<file path="src/include/dcce_pkg.sv">
// ****************************************
// constants for the complementary pair
// ****************************************
package dcce_pkg;
   // clock rate
   localparam int CLK_PERIOD_NS = 10;
   localparam int NS_PER_MS = 1000000;
   localparam int NS_PER_US = 1000;
   // cycles in one millisecond, timer prescale
   localparam int MS_CYCLES = NS_PER_MS / CLK_PERIOD_NS;
   // input filter time, printed in ms
   localparam int DEBOUNCE_TIME_MS = 3;
   localparam int DEBOUNCE_CYCLES = DEBOUNCE_TIME_MS * NS_PER_MS / CLK_PERIOD_NS;
   // test pulse period and low width
   localparam int PULSE_PERIOD_MS = 10;
   localparam int PULSE_PERIOD_CYCLES = PULSE_PERIOD_MS * NS_PER_MS / CLK_PERIOD_NS;
   localparam int PULSE_WIDTH_US = 20;
   localparam int PULSE_WIDTH_CYCLES = PULSE_WIDTH_US * NS_PER_US / CLK_PERIOD_NS;
   // counter and period widths
   localparam int CNT_W = 20;
   localparam int DISC_W = 13;
   // positions of the synchronised pins
   localparam int IDX_CH_A = 0;
   localparam int IDX_CH_B = 1;
   localparam int IDX_FB_A = 2;
   localparam int IDX_FB_B = 3;
   localparam int PIN_N = 4;
   // values after reset
   localparam logic [3:0] PIN_RST = 4'h0;
   localparam logic [CNT_W-1:0] CNT_RST = 20'h00000;
   localparam logic [DISC_W-1:0] TMR_RST = 13'h0000;
   // evaluation states, gray along off-rise-on-fall
   typedef enum logic [1:0] {
      DCCE_OFF = 2'h0,
      DCCE_RISE = 2'h1,
      DCCE_ON = 2'h3,
      DCCE_FALL = 2'h2
   } dcce_state_t;
endpackage

</file>
<file path="src/include/dcce_if.sv">
`timescale 1ns/1ns
// ****************************************
// links between filter, pulse unit and top
// ****************************************
interface dcce_if;
   logic [3:0] raw_sync; // pins after two flops
   logic [3:0] level; // debounced pin levels
   logic out_a; // pulse output a level
   logic out_b; // pulse output b level
   logic smp_a; // inside low pulse of a
   logic smp_b; // inside low pulse of b
   logic short_a; // output a shorted to ground
   logic short_b; // output b shorted to ground
   logic ack; // acknowledge from control
   logic cross_en; // cross monitoring enabled
   modport filt (output raw_sync, output level);
   modport pulse (input raw_sync, input ack, input cross_en,
      output out_a, output out_b, output smp_a, output smp_b,
      output short_a, output short_b);
endinterface

</file>
<file path="src/hdl/dcce_filt.sv">
`timescale 1ns/1ns
// ****************************************
// pin synchroniser and debounce filter
// ****************************************
module dcce_filt #(
   parameter int DEB = dcce_pkg::DEBOUNCE_CYCLES
) (
   // system
   input wire logic clock,
   input wire logic rstn,
   // raw pins
   input wire logic [dcce_pkg::PIN_N-1:0] raw,
   // to consumers
   dcce_if.filt bus
);
   import dcce_pkg::*;

   // one synchroniser and filter per pin
   for (genvar i = 0; i < PIN_N; i++) begin : g_pin
      logic s1_q; // first stage, read only by s2_q
      logic s2_q; // second stage
      logic lvl_q, lvl_d; // accepted level
      logic [CNT_W-1:0] cnt_q, cnt_d; // stable time

      // level accepted after standing for the filter time
      always_comb begin
         lvl_d = lvl_q;
         cnt_d = CNT_RST;
         if (s2_q != lvl_q) begin
            if (cnt_q >= CNT_W'(DEB - 1)) begin
               lvl_d = s2_q;
            end else begin
               cnt_d = cnt_q + 1'b1;
            end
         end
      end

      // registers only
      always_ff @(posedge clock or negedge rstn) begin
         if (!rstn) begin
            s1_q <= PIN_RST[i];
            s2_q <= PIN_RST[i];
            lvl_q <= PIN_RST[i];
            cnt_q <= CNT_RST;
         end else begin
            s1_q <= raw[i];
            s2_q <= s1_q;
            lvl_q <= lvl_d;
            cnt_q <= cnt_d;
         end
      end

      assign bus.raw_sync[i] = s2_q;
      assign bus.level[i] = lvl_q;
   end
endmodule

</file>
<file path="src/hdl/dcce_pulse.sv">
`timescale 1ns/1ns
// ****************************************
// test pulse generator and short check
// ****************************************
module dcce_pulse #(
   parameter int PER = dcce_pkg::PULSE_PERIOD_CYCLES
) (
   // system
   input wire logic clock,
   input wire logic rstn,
   // to filter and top
   dcce_if.pulse bus
);
   import dcce_pkg::*;

   localparam int HALF = PER / 2;
   localparam int PW = PULSE_WIDTH_CYCLES;

   logic [CNT_W-1:0] per_q, per_d; // position in period
   logic out_a_q, out_a_d, out_b_q, out_b_d; // driven levels
   logic smp_a_q, smp_a_d, smp_b_q, smp_b_d; // sample points
   logic sh_a_q, sh_a_d, sh_b_q, sh_b_d; // sticky shorts
   logic chk_a, chk_b; // short check points

   // pulses a and b sit half a period apart, so either one
   // low while the other is high tells the wires apart
   always_comb begin
      per_d = (per_q >= CNT_W'(PER - 1)) ? CNT_RST : per_q + 1'b1;
      chk_a = per_q == CNT_W'(HALF - 1);
      chk_b = per_q == CNT_W'(PER - 1);
      // a high output reading back low is a short to ground
      sh_a_d = (chk_a && out_a_q && !bus.raw_sync[IDX_FB_A]) || (sh_a_q && !bus.ack);
      sh_b_d = (chk_b && out_b_q && !bus.raw_sync[IDX_FB_B]) || (sh_b_q && !bus.ack);
      // a shorted output is switched off
      out_a_d = !sh_a_q && !(bus.cross_en && per_q < CNT_W'(PW));
      out_b_d = !sh_b_q && !(bus.cross_en && per_q >= CNT_W'(HALF)
         && per_q < CNT_W'(HALF + PW));
      // sample at the end of the low, after sync delay
      smp_a_d = bus.cross_en && !sh_a_q && per_q == CNT_W'(PW - 1);
      smp_b_d = bus.cross_en && !sh_b_q && per_q == CNT_W'(HALF + PW - 1);
   end

   // registers only; outputs reset low, idle high after reset
   always_ff @(posedge clock or negedge rstn) begin
      if (!rstn) begin
         per_q <= CNT_RST;
         out_a_q <= 1'b0;
         out_b_q <= 1'b0;
         smp_a_q <= 1'b0;
         smp_b_q <= 1'b0;
         sh_a_q <= 1'b0;
         sh_b_q <= 1'b0;
      end else begin
         per_q <= per_d;
         out_a_q <= out_a_d;
         out_b_q <= out_b_d;
         smp_a_q <= smp_a_d;
         smp_b_q <= smp_b_d;
         sh_a_q <= sh_a_d;
         sh_b_q <= sh_b_d;
      end
   end

   assign bus.out_a = out_a_q;
   assign bus.out_b = out_b_q;
   assign bus.smp_a = smp_a_q;
   assign bus.smp_b = smp_b_q;
   assign bus.short_a = sh_a_q;
   assign bus.short_b = sh_b_q;

   // shorted output stays off until acknowledged
   property p_short_off;
      @(posedge clock) disable iff (!rstn)
      (sh_a_q && !bus.ack) |=> (sh_a_q && !out_a_q);
   endproperty
   a_short_off: assert property (p_short_off) // RULE_13
      else $error("shorted output a not held off");
endmodule

</file>
<file path="src/hdl/dcce_top.sv">
`timescale 1ns/1ns
// ****************************************
// complementary input pair evaluation
// ****************************************

// How it works
// RULE_01 - off to on: a rises, b falls
// RULE_02 - pair incomplete within period raises discrepancy
// RULE_03 - active only while a high, b low
// RULE_04 - change from non-opposite levels gives discrepancy
// RULE_05 - image bit one only when all good
// RULE_06 - cross fault forces zero until acknowledged
// RULE_07 - acknowledge clears diagnostics, evaluation resumes live
// RULE_08 - discrepancy reported only with symmetry enabled
// RULE_09 - no inhibit: discrepancy leaves image live
// RULE_10 - inhibit: discrepancy forces zero until acknowledge
// RULE_11 - input to input short is cross fault
// RULE_12 - wrong pulse source seen as cross fault
// RULE_13 - pulse output short reported, output switched off
// RULE_14 - one-channel change caught as discrepancy
// RULE_15 - timer runs from first edge to partner
module dcce_top #(
   parameter int DEB_CYCLES = dcce_pkg::DEBOUNCE_CYCLES,
   parameter int MS_TICK = dcce_pkg::MS_CYCLES,
   parameter int PULSE_PER = dcce_pkg::PULSE_PERIOD_CYCLES
) (
   // system
   input wire logic clock,
   input wire logic rstn,
   // sensor contacts
   input wire logic input_channel_a,
   input wire logic input_channel_b,
   // test pulse outputs and their readback
   output logic test_pulse_out_a,
   output logic test_pulse_out_b,
   input wire logic test_pulse_fb_a,
   input wire logic test_pulse_fb_b,
   // configuration, steady from the control side
   input wire logic cfg_symmetry_en,
   input wire logic cfg_inhibit_en,
   input wire logic cfg_cross_en,
   input wire logic [dcce_pkg::DISC_W-1:0] cfg_disc_period_ms,
   // control system
   input wire logic ack,
   output logic process_bit,
   output logic diag_discrepancy,
   output logic diag_cross_fault,
   output logic diag_short_a,
   output logic diag_short_b
);
   import dcce_pkg::*;

   // ****************************************
   // sub units
   // ****************************************
   dcce_if bus ();

   assign bus.ack = ack;
   assign bus.cross_en = cfg_cross_en;

   // filter sees both contacts and both readbacks
   dcce_filt #(
      .DEB(DEB_CYCLES)
   ) u_filt (
      .clock(clock),
      .rstn(rstn),
      .raw({test_pulse_fb_b, test_pulse_fb_a, input_channel_b, input_channel_a}),
      .bus(bus)
   );

   dcce_pulse #(
      .PER(PULSE_PER)
   ) u_pulse (
      .clock(clock),
      .rstn(rstn),
      .bus(bus)
   );

   // ****************************************
   // declarations
   // ****************************************
   logic lvl_a, lvl_b; // debounced contact levels
   logic raw_a, raw_b; // synchronised, unfiltered
   logic pair_on; // a high, b low
   logic pair_off; // a low, b high
   dcce_state_t state_q, state_d; // evaluated state
   logic armed_q, armed_d; // last rest was opposite
   logic [CNT_W-1:0] pre_q, pre_d; // millisecond prescaler
   logic [DISC_W-1:0] tmr_q, tmr_d; // elapsed ms in change
   logic moving; // inside a change
   logic expire; // discrepancy period over
   logic disc_hit; // discrepancy event
   logic disc_q, disc_d; // sticky discrepancy
   logic cross_hit; // cross fault event
   logic cross_q, cross_d; // sticky cross fault
   logic pbit_q, pbit_d; // process image bit

   assign lvl_a = bus.level[IDX_CH_A];
   assign lvl_b = bus.level[IDX_CH_B];
   assign raw_a = bus.raw_sync[IDX_CH_A];
   assign raw_b = bus.raw_sync[IDX_CH_B];
   assign pair_on = lvl_a && !lvl_b; // RULE_03
   assign pair_off = !lvl_a && lvl_b;
   assign moving = state_q == DCCE_RISE || state_q == DCCE_FALL;
   assign expire = moving && tmr_q >= cfg_disc_period_ms;

   // ****************************************
   // discrepancy timer
   // ****************************************
   // counts whole ms from the first edge; stops and clears
   // as soon as the pair rests again
   always_comb begin
      pre_d = CNT_RST;
      tmr_d = TMR_RST;
      if (moving) begin // RULE_15
         pre_d = pre_q + 1'b1;
         tmr_d = tmr_q;
         if (pre_q >= CNT_W'(MS_TICK - 1)) begin
            pre_d = CNT_RST;
            // saturate rather than wrap into a false pass
            if (tmr_q != {DISC_W{1'b1}}) begin
               tmr_d = tmr_q + 1'b1;
            end
         end
      end
   end

   always_ff @(posedge clock or negedge rstn) begin
      if (!rstn) begin
         pre_q <= CNT_RST;
         tmr_q <= TMR_RST;
      end else begin
         pre_q <= pre_d;
         tmr_q <= tmr_d;
      end
   end

   // ****************************************
   // pair state machine
   // ****************************************
   // disc_hit marks a change that did not follow the
   // complementary pattern; it is masked when symmetry
   // monitoring is off, and then the pair simply waits
   always_comb begin
      state_d = state_q;
      armed_d = armed_q;
      disc_hit = 1'b0;
      case (state_q)
         DCCE_OFF: begin
            if (pair_off) begin
               armed_d = 1'b1;
            end else if (pair_on) begin
               if (armed_q) begin
                  state_d = DCCE_ON; // RULE_01
               end else begin
                  disc_hit = 1'b1; // RULE_04
               end
            end else if (armed_q) begin
               // first edge of a rise
               state_d = DCCE_RISE;
            end
         end
         DCCE_RISE: begin
            if (pair_on) begin
               state_d = DCCE_ON; // RULE_01
            end else if (pair_off) begin
               state_d = DCCE_OFF;
            end else if (expire && cfg_symmetry_en) begin
               // only one channel moved
               disc_hit = 1'b1; // RULE_14
               state_d = DCCE_OFF;
               armed_d = 1'b0;
            end
         end
         DCCE_ON: begin
            if (pair_off) begin
               state_d = DCCE_OFF;
               armed_d = 1'b1;
            end else if (!pair_on) begin
               state_d = DCCE_FALL;
            end
         end
         DCCE_FALL: begin
            if (pair_off) begin
               state_d = DCCE_OFF;
               armed_d = 1'b1;
            end else if (pair_on) begin
               state_d = DCCE_ON;
            end else if (expire && cfg_symmetry_en) begin
               disc_hit = 1'b1; // RULE_02
               state_d = DCCE_OFF;
               armed_d = 1'b0;
            end
         end
         default: begin
            state_d = DCCE_OFF;
            armed_d = 1'b0;
         end
      endcase
   end

   always_ff @(posedge clock or negedge rstn) begin
      if (!rstn) begin
         state_q <= DCCE_OFF;
         armed_q <= 1'b0;
      end else begin
         state_q <= state_d;
         armed_q <= armed_d;
      end
   end

   // ****************************************
   // diagnostics and process image
   // ****************************************
   // cross check: during its own low pulse a high input must
   // drop; an input on the other pulse must not drop
   always_comb begin
      cross_hit = cfg_cross_en && (
         (bus.smp_a && ((lvl_a && raw_a) || (lvl_b && !raw_b))) ||
         (bus.smp_b && ((lvl_b && raw_b) || (lvl_a && !raw_a)))); // RULE_11 RULE_12
      // a new event wins over acknowledge in the same cycle
      disc_d = (disc_hit && cfg_symmetry_en) || (disc_q && !ack); // RULE_08
      cross_d = cross_hit || (cross_q && !ack); // RULE_07
      // live state unless a fault holds the safe state
      pbit_d = state_q == DCCE_ON && pair_on && !cross_q
         && !(disc_q && cfg_inhibit_en); // RULE_05 RULE_06 RULE_09 RULE_10
   end

   always_ff @(posedge clock or negedge rstn) begin
      if (!rstn) begin
         disc_q <= 1'b0;
         cross_q <= 1'b0;
         pbit_q <= 1'b0;
      end else begin
         disc_q <= disc_d;
         cross_q <= cross_d;
         pbit_q <= pbit_d;
      end
   end

   assign process_bit = pbit_q;
   assign diag_discrepancy = disc_q;
   assign diag_cross_fault = cross_q;
   assign diag_short_a = bus.short_a; // RULE_13
   assign diag_short_b = bus.short_b;
   assign test_pulse_out_a = bus.out_a;
   assign test_pulse_out_b = bus.out_b;

   // ****************************************
   // checks
   // ****************************************
   property p_rise_pattern;
      @(posedge clock) disable iff (!rstn)
      (state_q == DCCE_ON && $past(state_q) == DCCE_OFF) |-> $past(armed_q);
   endproperty
   a_rise_pattern: assert property (p_rise_pattern) // RULE_01
      else $error("pair switched on without opposite rest");

   property p_active_levels;
      @(posedge clock) disable iff (!rstn)
      process_bit |-> $past(lvl_a) && !$past(lvl_b);
   endproperty
   a_active_levels: assert property (p_active_levels) // RULE_03
      else $error("image bit set without a high and b low");

   // the image register lags the sticky flag by one cycle, so the
   // safe state is due one cycle after diag_cross_fault rises
   property p_cross_safe;
      @(posedge clock) disable iff (!rstn)
      cross_q |=> !process_bit;
   endproperty
   a_cross_safe: assert property (p_cross_safe) // RULE_06
      else $error("cross fault did not force safe state");

   property p_cross_detect;
      @(posedge clock) disable iff (!rstn)
      (cfg_cross_en && bus.smp_a && lvl_b && !raw_b) |=> cross_q;
   endproperty
   a_cross_detect: assert property (p_cross_detect) // RULE_11
      else $error("input short under pulse a not flagged");

   property p_ack_clear;
      @(posedge clock) disable iff (!rstn)
      (ack && !disc_hit && !cross_hit) |=> !disc_q && !cross_q;
   endproperty
   a_ack_clear: assert property (p_ack_clear) // RULE_07
      else $error("acknowledge did not clear diagnostics");

   property p_disc_masked;
      @(posedge clock) disable iff (!rstn)
      $rose(disc_q) |-> $past(cfg_symmetry_en);
   endproperty
   a_disc_masked: assert property (p_disc_masked) // RULE_08
      else $error("discrepancy reported with symmetry off");

   property p_live_no_inhibit;
      @(posedge clock) disable iff (!rstn)
      (disc_q && !cfg_inhibit_en && !cross_q && state_q == DCCE_ON && pair_on)
         |=> process_bit;
   endproperty
   a_live_no_inhibit: assert property (p_live_no_inhibit) // RULE_09
      else $error("discrepancy without inhibit blocked image");

   property p_inhibit_safe;
      @(posedge clock) disable iff (!rstn)
      (disc_q && cfg_inhibit_en) |=> !process_bit;
   endproperty
   a_inhibit_safe: assert property (p_inhibit_safe) // RULE_10
      else $error("inhibit did not force safe state");

   property p_timeout;
      @(posedge clock) disable iff (!rstn)
      (moving && expire && cfg_symmetry_en && !pair_on && !pair_off)
         |=> disc_q && state_q == DCCE_OFF;
   endproperty
   a_timeout: assert property (p_timeout) // RULE_02
      else $error("discrepancy period expiry not flagged");

   property p_timer_rest;
      @(posedge clock) disable iff (!rstn)
      !moving |=> tmr_q == TMR_RST && pre_q == CNT_RST;
   endproperty
   a_timer_rest: assert property (p_timer_rest) // RULE_15
      else $error("discrepancy timer not cleared at rest");
endmodule

</file>
<file path="config.mk">
export PLATFORM = sky130hd
export DESIGN_NAME = dcce_top
export DESIGN_NICKNAME = d
export VERILOG_FILES = /design/src/include/dcce_pkg.sv /design/src/include/dcce_if.sv /design/src/hdl/dcce_filt.sv /design/src/hdl/dcce_pulse.sv /design/src/hdl/dcce_top.sv
export SDC_FILE = /design/constraint.sdc
export NUM_CORES = 1
export LEC_CHECK = 0
export BUFFER_PORTS_ARGS = -buffer_cell sky130_fd_sc_hd__clkbuf_2
export CORE_MARGIN = 2
export CORE_UTILIZATION = 44
export DETAILED_ROUTE_END_ITERATION = 12
export HOLD_SLACK_MARGIN = 0.06
export PLACE_DENSITY_LB_ADDON = 0.15
export SYNTH_ARGS = -nofsm -noshare
export SYNTH_HDL_FRONTEND = slang
export SYNTH_HIERARCHICAL = 1
export SYNTH_SLANG_ARGS = --single-unit
export TNS_END_PERCENT = 100
</file>
<file path="constraint.sdc">
create_clock -name clock -period 2.51 [get_ports clock]
set_clock_uncertainty 0.15 [all_clocks]
set_input_delay 0.251 -clock clock [delete_from_list [all_inputs] [get_ports clock]]
set_output_delay 0.251 -clock clock [all_outputs]
set_load 0.05 [all_outputs]
</file>
## Word-level counts from Yosys, hierarchy flattened

Cells that the tools add are included.
Widths: inputs -> output; s select.

| storage, ports and cells | value |
|---|---|
| input port bits | 23 |
| bits in registers | 115 |
| output and inout bits | 7 |

| operators by class | value |
|---|---|
| equal/unequal tests | 19 |
| mux-type cells | 38 |
| add/sub/neg operators | 5 |
| reductions and logical operators | 61 |
| order comparisons | 8 |

Operators by type and width:

| kind | number |
|---|---|
| $mux 20 | 7 |
| $add 20x1->20 const B | 4 |
| $ge 20x19->1 const B | 3 |
| $eq 20x19->1 const B | 2 |
| $mux 13 | 3 |
| $logic_and 1x1->1 | 33 |
| $mux 2 | 11 |
| $eq 20x11->1 const B | 1 |
| $eq 20x20->1 const B | 1 |
| $ge 20x17->1 const B | 1 |
| $ge 20x20->1 const B | 1 |
| $lt 20x11->1 const B | 1 |
| $lt 20x19->1 const B | 1 |
| $mux 1 | 14 |
| $add 13x1->13 const B | 1 |
| $ge 13x13->1 | 1 |
| $logic_not 1->1 | 13 |
| $ne 13x13->1 const B | 1 |
| $logic_or 1x1->1 | 8 |
| $ne 2x2->1 const B | 4 |
| $pmux 2 s4 | 1 |
| $ne 2x1->1 const B | 3 |
| $ne 3x3->1 const B | 2 |
| $pmux 1 s3 | 2 |
| other kinds (8) | 12 |

## Longest topological paths before layout

Gate-level depths: netlist of the first run.

| depth | value |
|---|---|
| depth in word-level cells | 10 |
| depth in mapped cells | 9 |

## Cells and area by module

Netlist of the first run, hierarchy kept.

By module, submodules not included:

| module | area an instance (um2) | cells an instance | times used | sequential area each (um2) |
|---|---|---|---|---|
| dcce_filt | 4504.3 | 444 | 1 | 2302.2 |
| dcce_top | 2568.7 | 267 | 1 | 975.9 |
| dcce_pulse | 1500.2 | 154 | 1 | 650.6 |

## Worst setup path after synthesis of the first run

OpenSTA, ideal clock, no wires.

| path | value |
|---|---|
| path type | reg-to-reg |
| from | reg u_filt/g_pin[3].cnt_q[0] (netlist name) |
| to | reg u_filt/g_pin[3].cnt_q[7] (netlist name) |
| required time | 2.288 ns |
| arrival | 1.871 ns |
| slack | 0.418 ns |
| buffers on the path | 1 |
| cell stages (with the launch flop) | 7 |
| library setup time | 0.072 ns |
| cell sequence | dfrtp_1 > ha_1 > and3_1 > a2111oi_2 > o2111ai_2 > buf_2 > nor2_1 |

## Final worst setup path of the first run

| path | value |
|---|---|
| from | reg state_q[0] |
| to | reg pre_q[5] |

| on the way | value |
|---|---|
| word-level cells in the longest chain between the ends | 3 |

Ends and longest elaborated chain:

| what | line | text |
|---|---|---|
| start: declaration | dcce_top.sv:86 | `dcce_state_t state_q, state_d;` |
| start signal: assignment | dcce_top.sv:207 | `state_q <= state_d;` |
| $eq 2x1->1 or $eq 2x2->1 (tied branches) | dcce_top.sv:104 | `assign moving = state_q == DCCE_RISE \|\| state_q == DCCE_FALL;` |
| $logic_or 1x1->1 (*) | dcce_top.sv:104 |  |
| $mux 20 (*) | dcce_top.sv:115 | `if (moving) begin` |
| via pre_d[5] | dcce_top.sv:88 | `logic [CNT_W-1:0] pre_q, pre_d;` |
| end signal: assignment | dcce_top.sv:133 | `pre_q <= pre_d;` |
| end: declaration | dcce_top.sv:88 |  |

The timed path passes the listed nets; every way through them passes the cells marked *.
A chain may end at the register's enable or synchronous reset.

==> metrics.cfg, run 1 <==
[finish]
drive_gt1_frac = 0.152
layout_common_cells = 115 x dfrtp_1, 55 x nor2_1, 45 x nand2_1
nets = 737
layout_commonest_cell = dfrtp_1
syn2layout_area_growth_pct = 13.9
diodes = 0
multi_input_area_um2 = 3180
ff_latch_area_um2 = 2880
fill_cells = 1347
final_util = 0.509

[floorplan]
io_pins = 30
dieArea_um2 = 15600
start_util = 0.447
core_um2 = 14400
die-width_um = 125
die_y_um = 125
rows = 44

[worst_setup_path]
cp_slowest_stage_delay_ps = 420
arrival_ps = 2490
critPathSlowestCell = or2_2
rrSetupSlack_ps = 220
critPathMaxFanout = 16
path_cells = inv_1 -> ha_1 -> nor4b_1 -> o21ai_1 -> or2_2 -> buf_4 -> nor2_1
end_kind = register
critPathLaunchType = register
cp.required_ps = 2700
r2r_start = state_q[0]
crit_type = reg -> reg
critPathLaunch = state_q[0]
rr_worst_depth = 7

[clock_network]
clk_pin_slew_ps = 50
post_cts_buffers = 0
cts_tree = yes
clk_latency_ps = 410
cts_made_buffers = 17
cts_sinks = 115
clk_root_buffer_cell = clkbuf_16
h-tree-depth = 4
cts_buffer_depth = 2

[run]
cap_violations = 0

[yosys]
synth.avg_cell_area_um2 = 9.92
syn_inst = 650
yosysWarnings = 6
synthesis.area_um2 = 6450

[detailed_routing]
detail-route-antenna-nets = 0
drtIter0Drc = 295
dr.pass1.iters = 6
drcViolationCount = 0
wire_per_inst_um = 14.5
num_vias = 4778
routed_wirelength_um = 12800
vias_per_cell = 5.38

[timing]
clock.fmax_mhz = 436
hold_violations = 0
slew_violations = 0
period_needed_ps = 2290
maxSlewHeadroom = 0.647
min_period_over_period = 0.914
setup_viol = 0
finalSetupTns_ps = 0
rsz0062_at_grt = no
tightest_slew_ps = 525

[run_status]
status = finished clean

[place]
place_hpwl_um = 8910
place.port_buffers = 29
gp_congestion = 0.802

[worst_hold_path]
hp-class = in -> async

[global_route]
grt_use_total = 0.173
antenna_found_initial = 0
grt_pass1_vias = 4724
grt_max_degree = 51
grt_overflow = 0
grt_pass1_wl_um = 22400

[power]
ir_drop_mv = 0.498
powerDensity_nw_per_um2 = 685
p_leak_uw = 0.00311

==> routing by layer <==
metal / share of wire / global-route usage / up-vias
li1: - / - / 2378
met5: 0 / 0 / -
met3: 0.027 / 0.0342 / 15
met4: 0.018 / 0.0699 / 0
met2: 0.47 / 0.283 / 75
met1: 0.48 / 0.227 / 2310
==> layout make-up <==
| type | count | area share |
|---|---|---|
| tap | 184 | 0.0314 |
| inverter | 38 | 0.0194 |
| clock inverter | 9 | 0.0141 |
| clock buffer | 23 | 0.0651 |
| timing repair buffer | 49 | 0.0450 |
| sequential | 115 | 0.392 |
| multi-input combinational | 470 | 0.433 |
==> power breakdown <==
group / leakage [uW] / total, uW / internal, uW / switching, uW
logic: 0.00129 / 685 / 280 / 405
clock network: 0.000283 / 2360 / 1530 / 828
registers: 0.00154 / 1990 / 1920 / 67.3
total: 0.00311 / 5030 / 3730 / 1300
==> repair_timing <==
item                       CTS  global route
hold buffers                 8             0
setup endpoints to repair    0             1
gates resized for setup      0             1
hold endpoints to repair   126             0
==> worst paths after layout <==
path | to
max in group asynchronous | u_pulse/per_q[3]
max reg2reg | pre_q[5]
min in group clock | diag_discrepancy
min reg2reg | u_filt/g_pin[1].s2_q
min | pre_q[12]
max | pre_q[5]
==> critical path: cells and delay by family, from the launching register on <==
family | cells | cell delay, ps
AND/OR/NAND/NOR | 3 | 850
flip-flops | 1 | 400
buffers and inverters | 2 | 360
adder cells (fa/ha/maj) | 1 | 310
AO/OA/AOI/OAI | 1 | 130
==> through the flow <==
stage | std cells | total power, uW | cell area, um2 | setup WS [ps] | hold slack (ps)
2_1_floorplan | 653 | 2520 | 6460 | 471 | -195
3_3_place_gp | 848 | 2680 | 6680 | 328 | 51.2
6_report | 888 | 5030 | 7340 | 217 | 154
3_5_place_dp | 848 | 2700 | 6680 | 222 | 54.2
4_1_cts | 888 | 5100 | 7340 | 192 | 147
5_1_grt | 888 | 5280 | 7340 | 49.4 | 163
==> sequential cells by signal, indices dropped and copies added, names as in the netlist <==
register             count
armed_q                  1
diag_cross_fault         1
diag_discrepancy         1
pre_q                   20
process_bit              1
state_q                  2
tmr_q                   13
u_filt/g_pin.cnt_q      40
u_filt/g_pin.lvl_q       2
u_filt/g_pin.s1_q        4
u_filt/g_pin.s2_q        4
u_pulse/bus.out_a        1
u_pulse/bus.out_b        1
u_pulse/bus.short_a      1
u_pulse/bus.short_b      1
u_pulse/bus.smp_a        1
u_pulse/bus.smp_b        1
u_pulse/per_q           20
(Power assumes the default switching activity.)
==> inputs of run 2 (changes only) <==
- PLACE_DENSITY_LB_ADDON: 0.15 -> 0.12
==> metrics.cfg, run 2 (same netlist as run 1, synthesis figures left out) <==
[clock_network]
clk_latency_ps = 420  ; about the same
clk_root_buffer_cell = clkbuf_16
cts_resized = 0  ; unchanged
clk_pin_slew_ps = 60  ; about the same
cts_made_buffers = 17  ; unchanged
cts_sinks = 115  ; unchanged
cts_buffer_depth = 2  ; unchanged
h-tree-depth = 4  ; unchanged
cts_tree = yes

[finish]
fin_cells = 888  ; unchanged
largestRegisters = u_filt/g_pin.cnt_q: 40 flops, pre_q: 20 flops, u_pulse/per_q: 20 flops
syn2layout_area_growth_pct = 13.1
largest_reg_flops = 40  ; unchanged
regMostFlops = u_filt/g_pin.cnt_q
layout_commonest_cell = dfrtp_1
diodes = 0  ; unchanged
drive_gt1_frac = 0.153  ; +0.00142
nets = 737  ; unchanged
layout_common_cells = 115 x dfrtp_1, 55 x nor2_1, 45 x nand2_1

[detailed_routing]
detail-route-antenna-nets = 0  ; unchanged
wire_per_inst_um = 14.7  ; +1.5%
num_vias = 4860  ; +1.7%
vias_per_cell = 5.47  ; +1.7%
routed_wirelength_um = 13000  ; +1.5%
drtIter0Drc = 254  ; -14%
dr.pass1.iters = 5  ; -1
drcViolationCount = 0  ; unchanged

[timing]
clock.fmax_mhz = 445  ; +2.1%
maxSlewHeadroom = 0.648  ; +0.00124
tightest_slew_ps = 524  ; -1.05 ps
holdWs_ps = 114  ; -40.4 ps
setup_viol = 0  ; unchanged
period_needed_ps = 2250  ; -46.2 ps
hold_violations = 0  ; unchanged
rsz0062_at_grt = no
min_period_over_period = 0.895  ; -0.0184
finalSetupTns_ps = 0  ; unchanged
slew_violations = 0  ; unchanged

[global_route]
grt_max_degree = 46  ; -9.8%
grt_overflow = 0  ; unchanged
grt_pass1_vias = 4973  ; +5.3%
antenna_found_initial = 0  ; unchanged
grt_pass1_wl_um = 23200  ; +3.5%
grt_use_total = 0.182  ; +0.00833

[run]
cap_violations = 0  ; unchanged

[worst_setup_path]
critPathLaunchType = register
arrival_ps = 2370  ; -120 ps
cp_slowest_stage_delay_ps = 450  ; +30 ps
end_kind = register
critPathSlowestCell = o311ai_2
crit_type = reg -> reg
critPathMaxFanout = 4  ; -12
cp.required_ps = 2630  ; -70 ps
path_cells = inv_1 -> ha_1 -> nor3b_1 -> o21ai_0 -> and3_1 -> o311ai_2 -> o221ai_1

[floorplan]
dieArea_um2 = 15600  ; unchanged
core_um2 = 14400  ; unchanged
die-width_um = 125  ; unchanged
io_pins = 30  ; unchanged
rows = 44  ; unchanged
die_y_um = 125  ; unchanged
start_util = 0.447  ; unchanged

[place]
place_hpwl_um = 9040  ; +1.5%
placed_cells = 848  ; unchanged
gp_congestion = 0.817  ; +1.9%
place.port_buffers = 29  ; unchanged

[power]
ir_drop_mv = 0.491  ; -1.5%
powerDensity_nw_per_um2 = 660  ; -3.7%
p_leak_uw = 0.00308  ; -1.1%

[worst_hold_path]
hp-class = in -> async

[run_status]
status = finished clean

## run 2: what timing repair did
action,CTS,global route
hold buffers,8,0
endpoints found under the hold margin,125,0
buffers inserted,0,0
## run 2: report_power, final
group | switching (uW) | internal (uW)
Sequential | 66.4 | 1920
Combinational | 406 | 277
Clock | 870 | 1280
## run 2: area by class of cell
cell class / count / area (um2)
fill: 1342 / 7130
multi-input combinational: 470 / 3180
clock buffer: 19 / 443
timing repair buffer: 49 / 330
tap: 184 / 230
clock inverter: 13 / 88.8
inverter: 38 / 143
sequential: 115 / 2880
## run 2: metrics by stage
step	instance area (um2)	util	total power [uW]	setup WS [ps]
6_report	7290	0.506	4810	263
3_5_place_dp	6680	0.463	2700	267
3_3_place_gp	6680	0.463	2680	342
2_1_floorplan	6460	-	2520	471
5_1_grt	7290	0.506	5070	30.1
4_1_cts	7290	0.506	4890	228
## run 2: critical path: cells and delay by family, from the launching register on
family | cells | cell delay, ps
AOI/OAI and AO/OA | 3 | 770
adders and majority gates | 1 | 240
buffers and inverters | 1 | 120
DFF | 1 | 400
and+or+nand+nor | 2 | 410
## run 2: per-layer routing
layer	track usage	wire length [um]	up-vias
met5	0	0	-
met4	0.0673	231	0
met3	0.0573	511	21
met2	0.288	6150	80
met1	0.234	6150	2364
li1	-	-	2395
## run 2: final timing paths
check                                            end  slack [ps]                  from  cells after the start
max in group asynchronous                 state_q[0]        1410                  rstn                      3
worst min register to register  u_filt/g_pin[3].s2_q         200  u_filt/g_pin[3].s1_q                      0
worst min-delay path                        pre_q[6]         110                  rstn                      2
min in group clock                        state_q[1]         150       cfg_symmetry_en                      3
worst max-delay path                diag_discrepancy         260              tmr_q[0]                      7
worst max register to register      diag_discrepancy         260              tmr_q[0]                      7
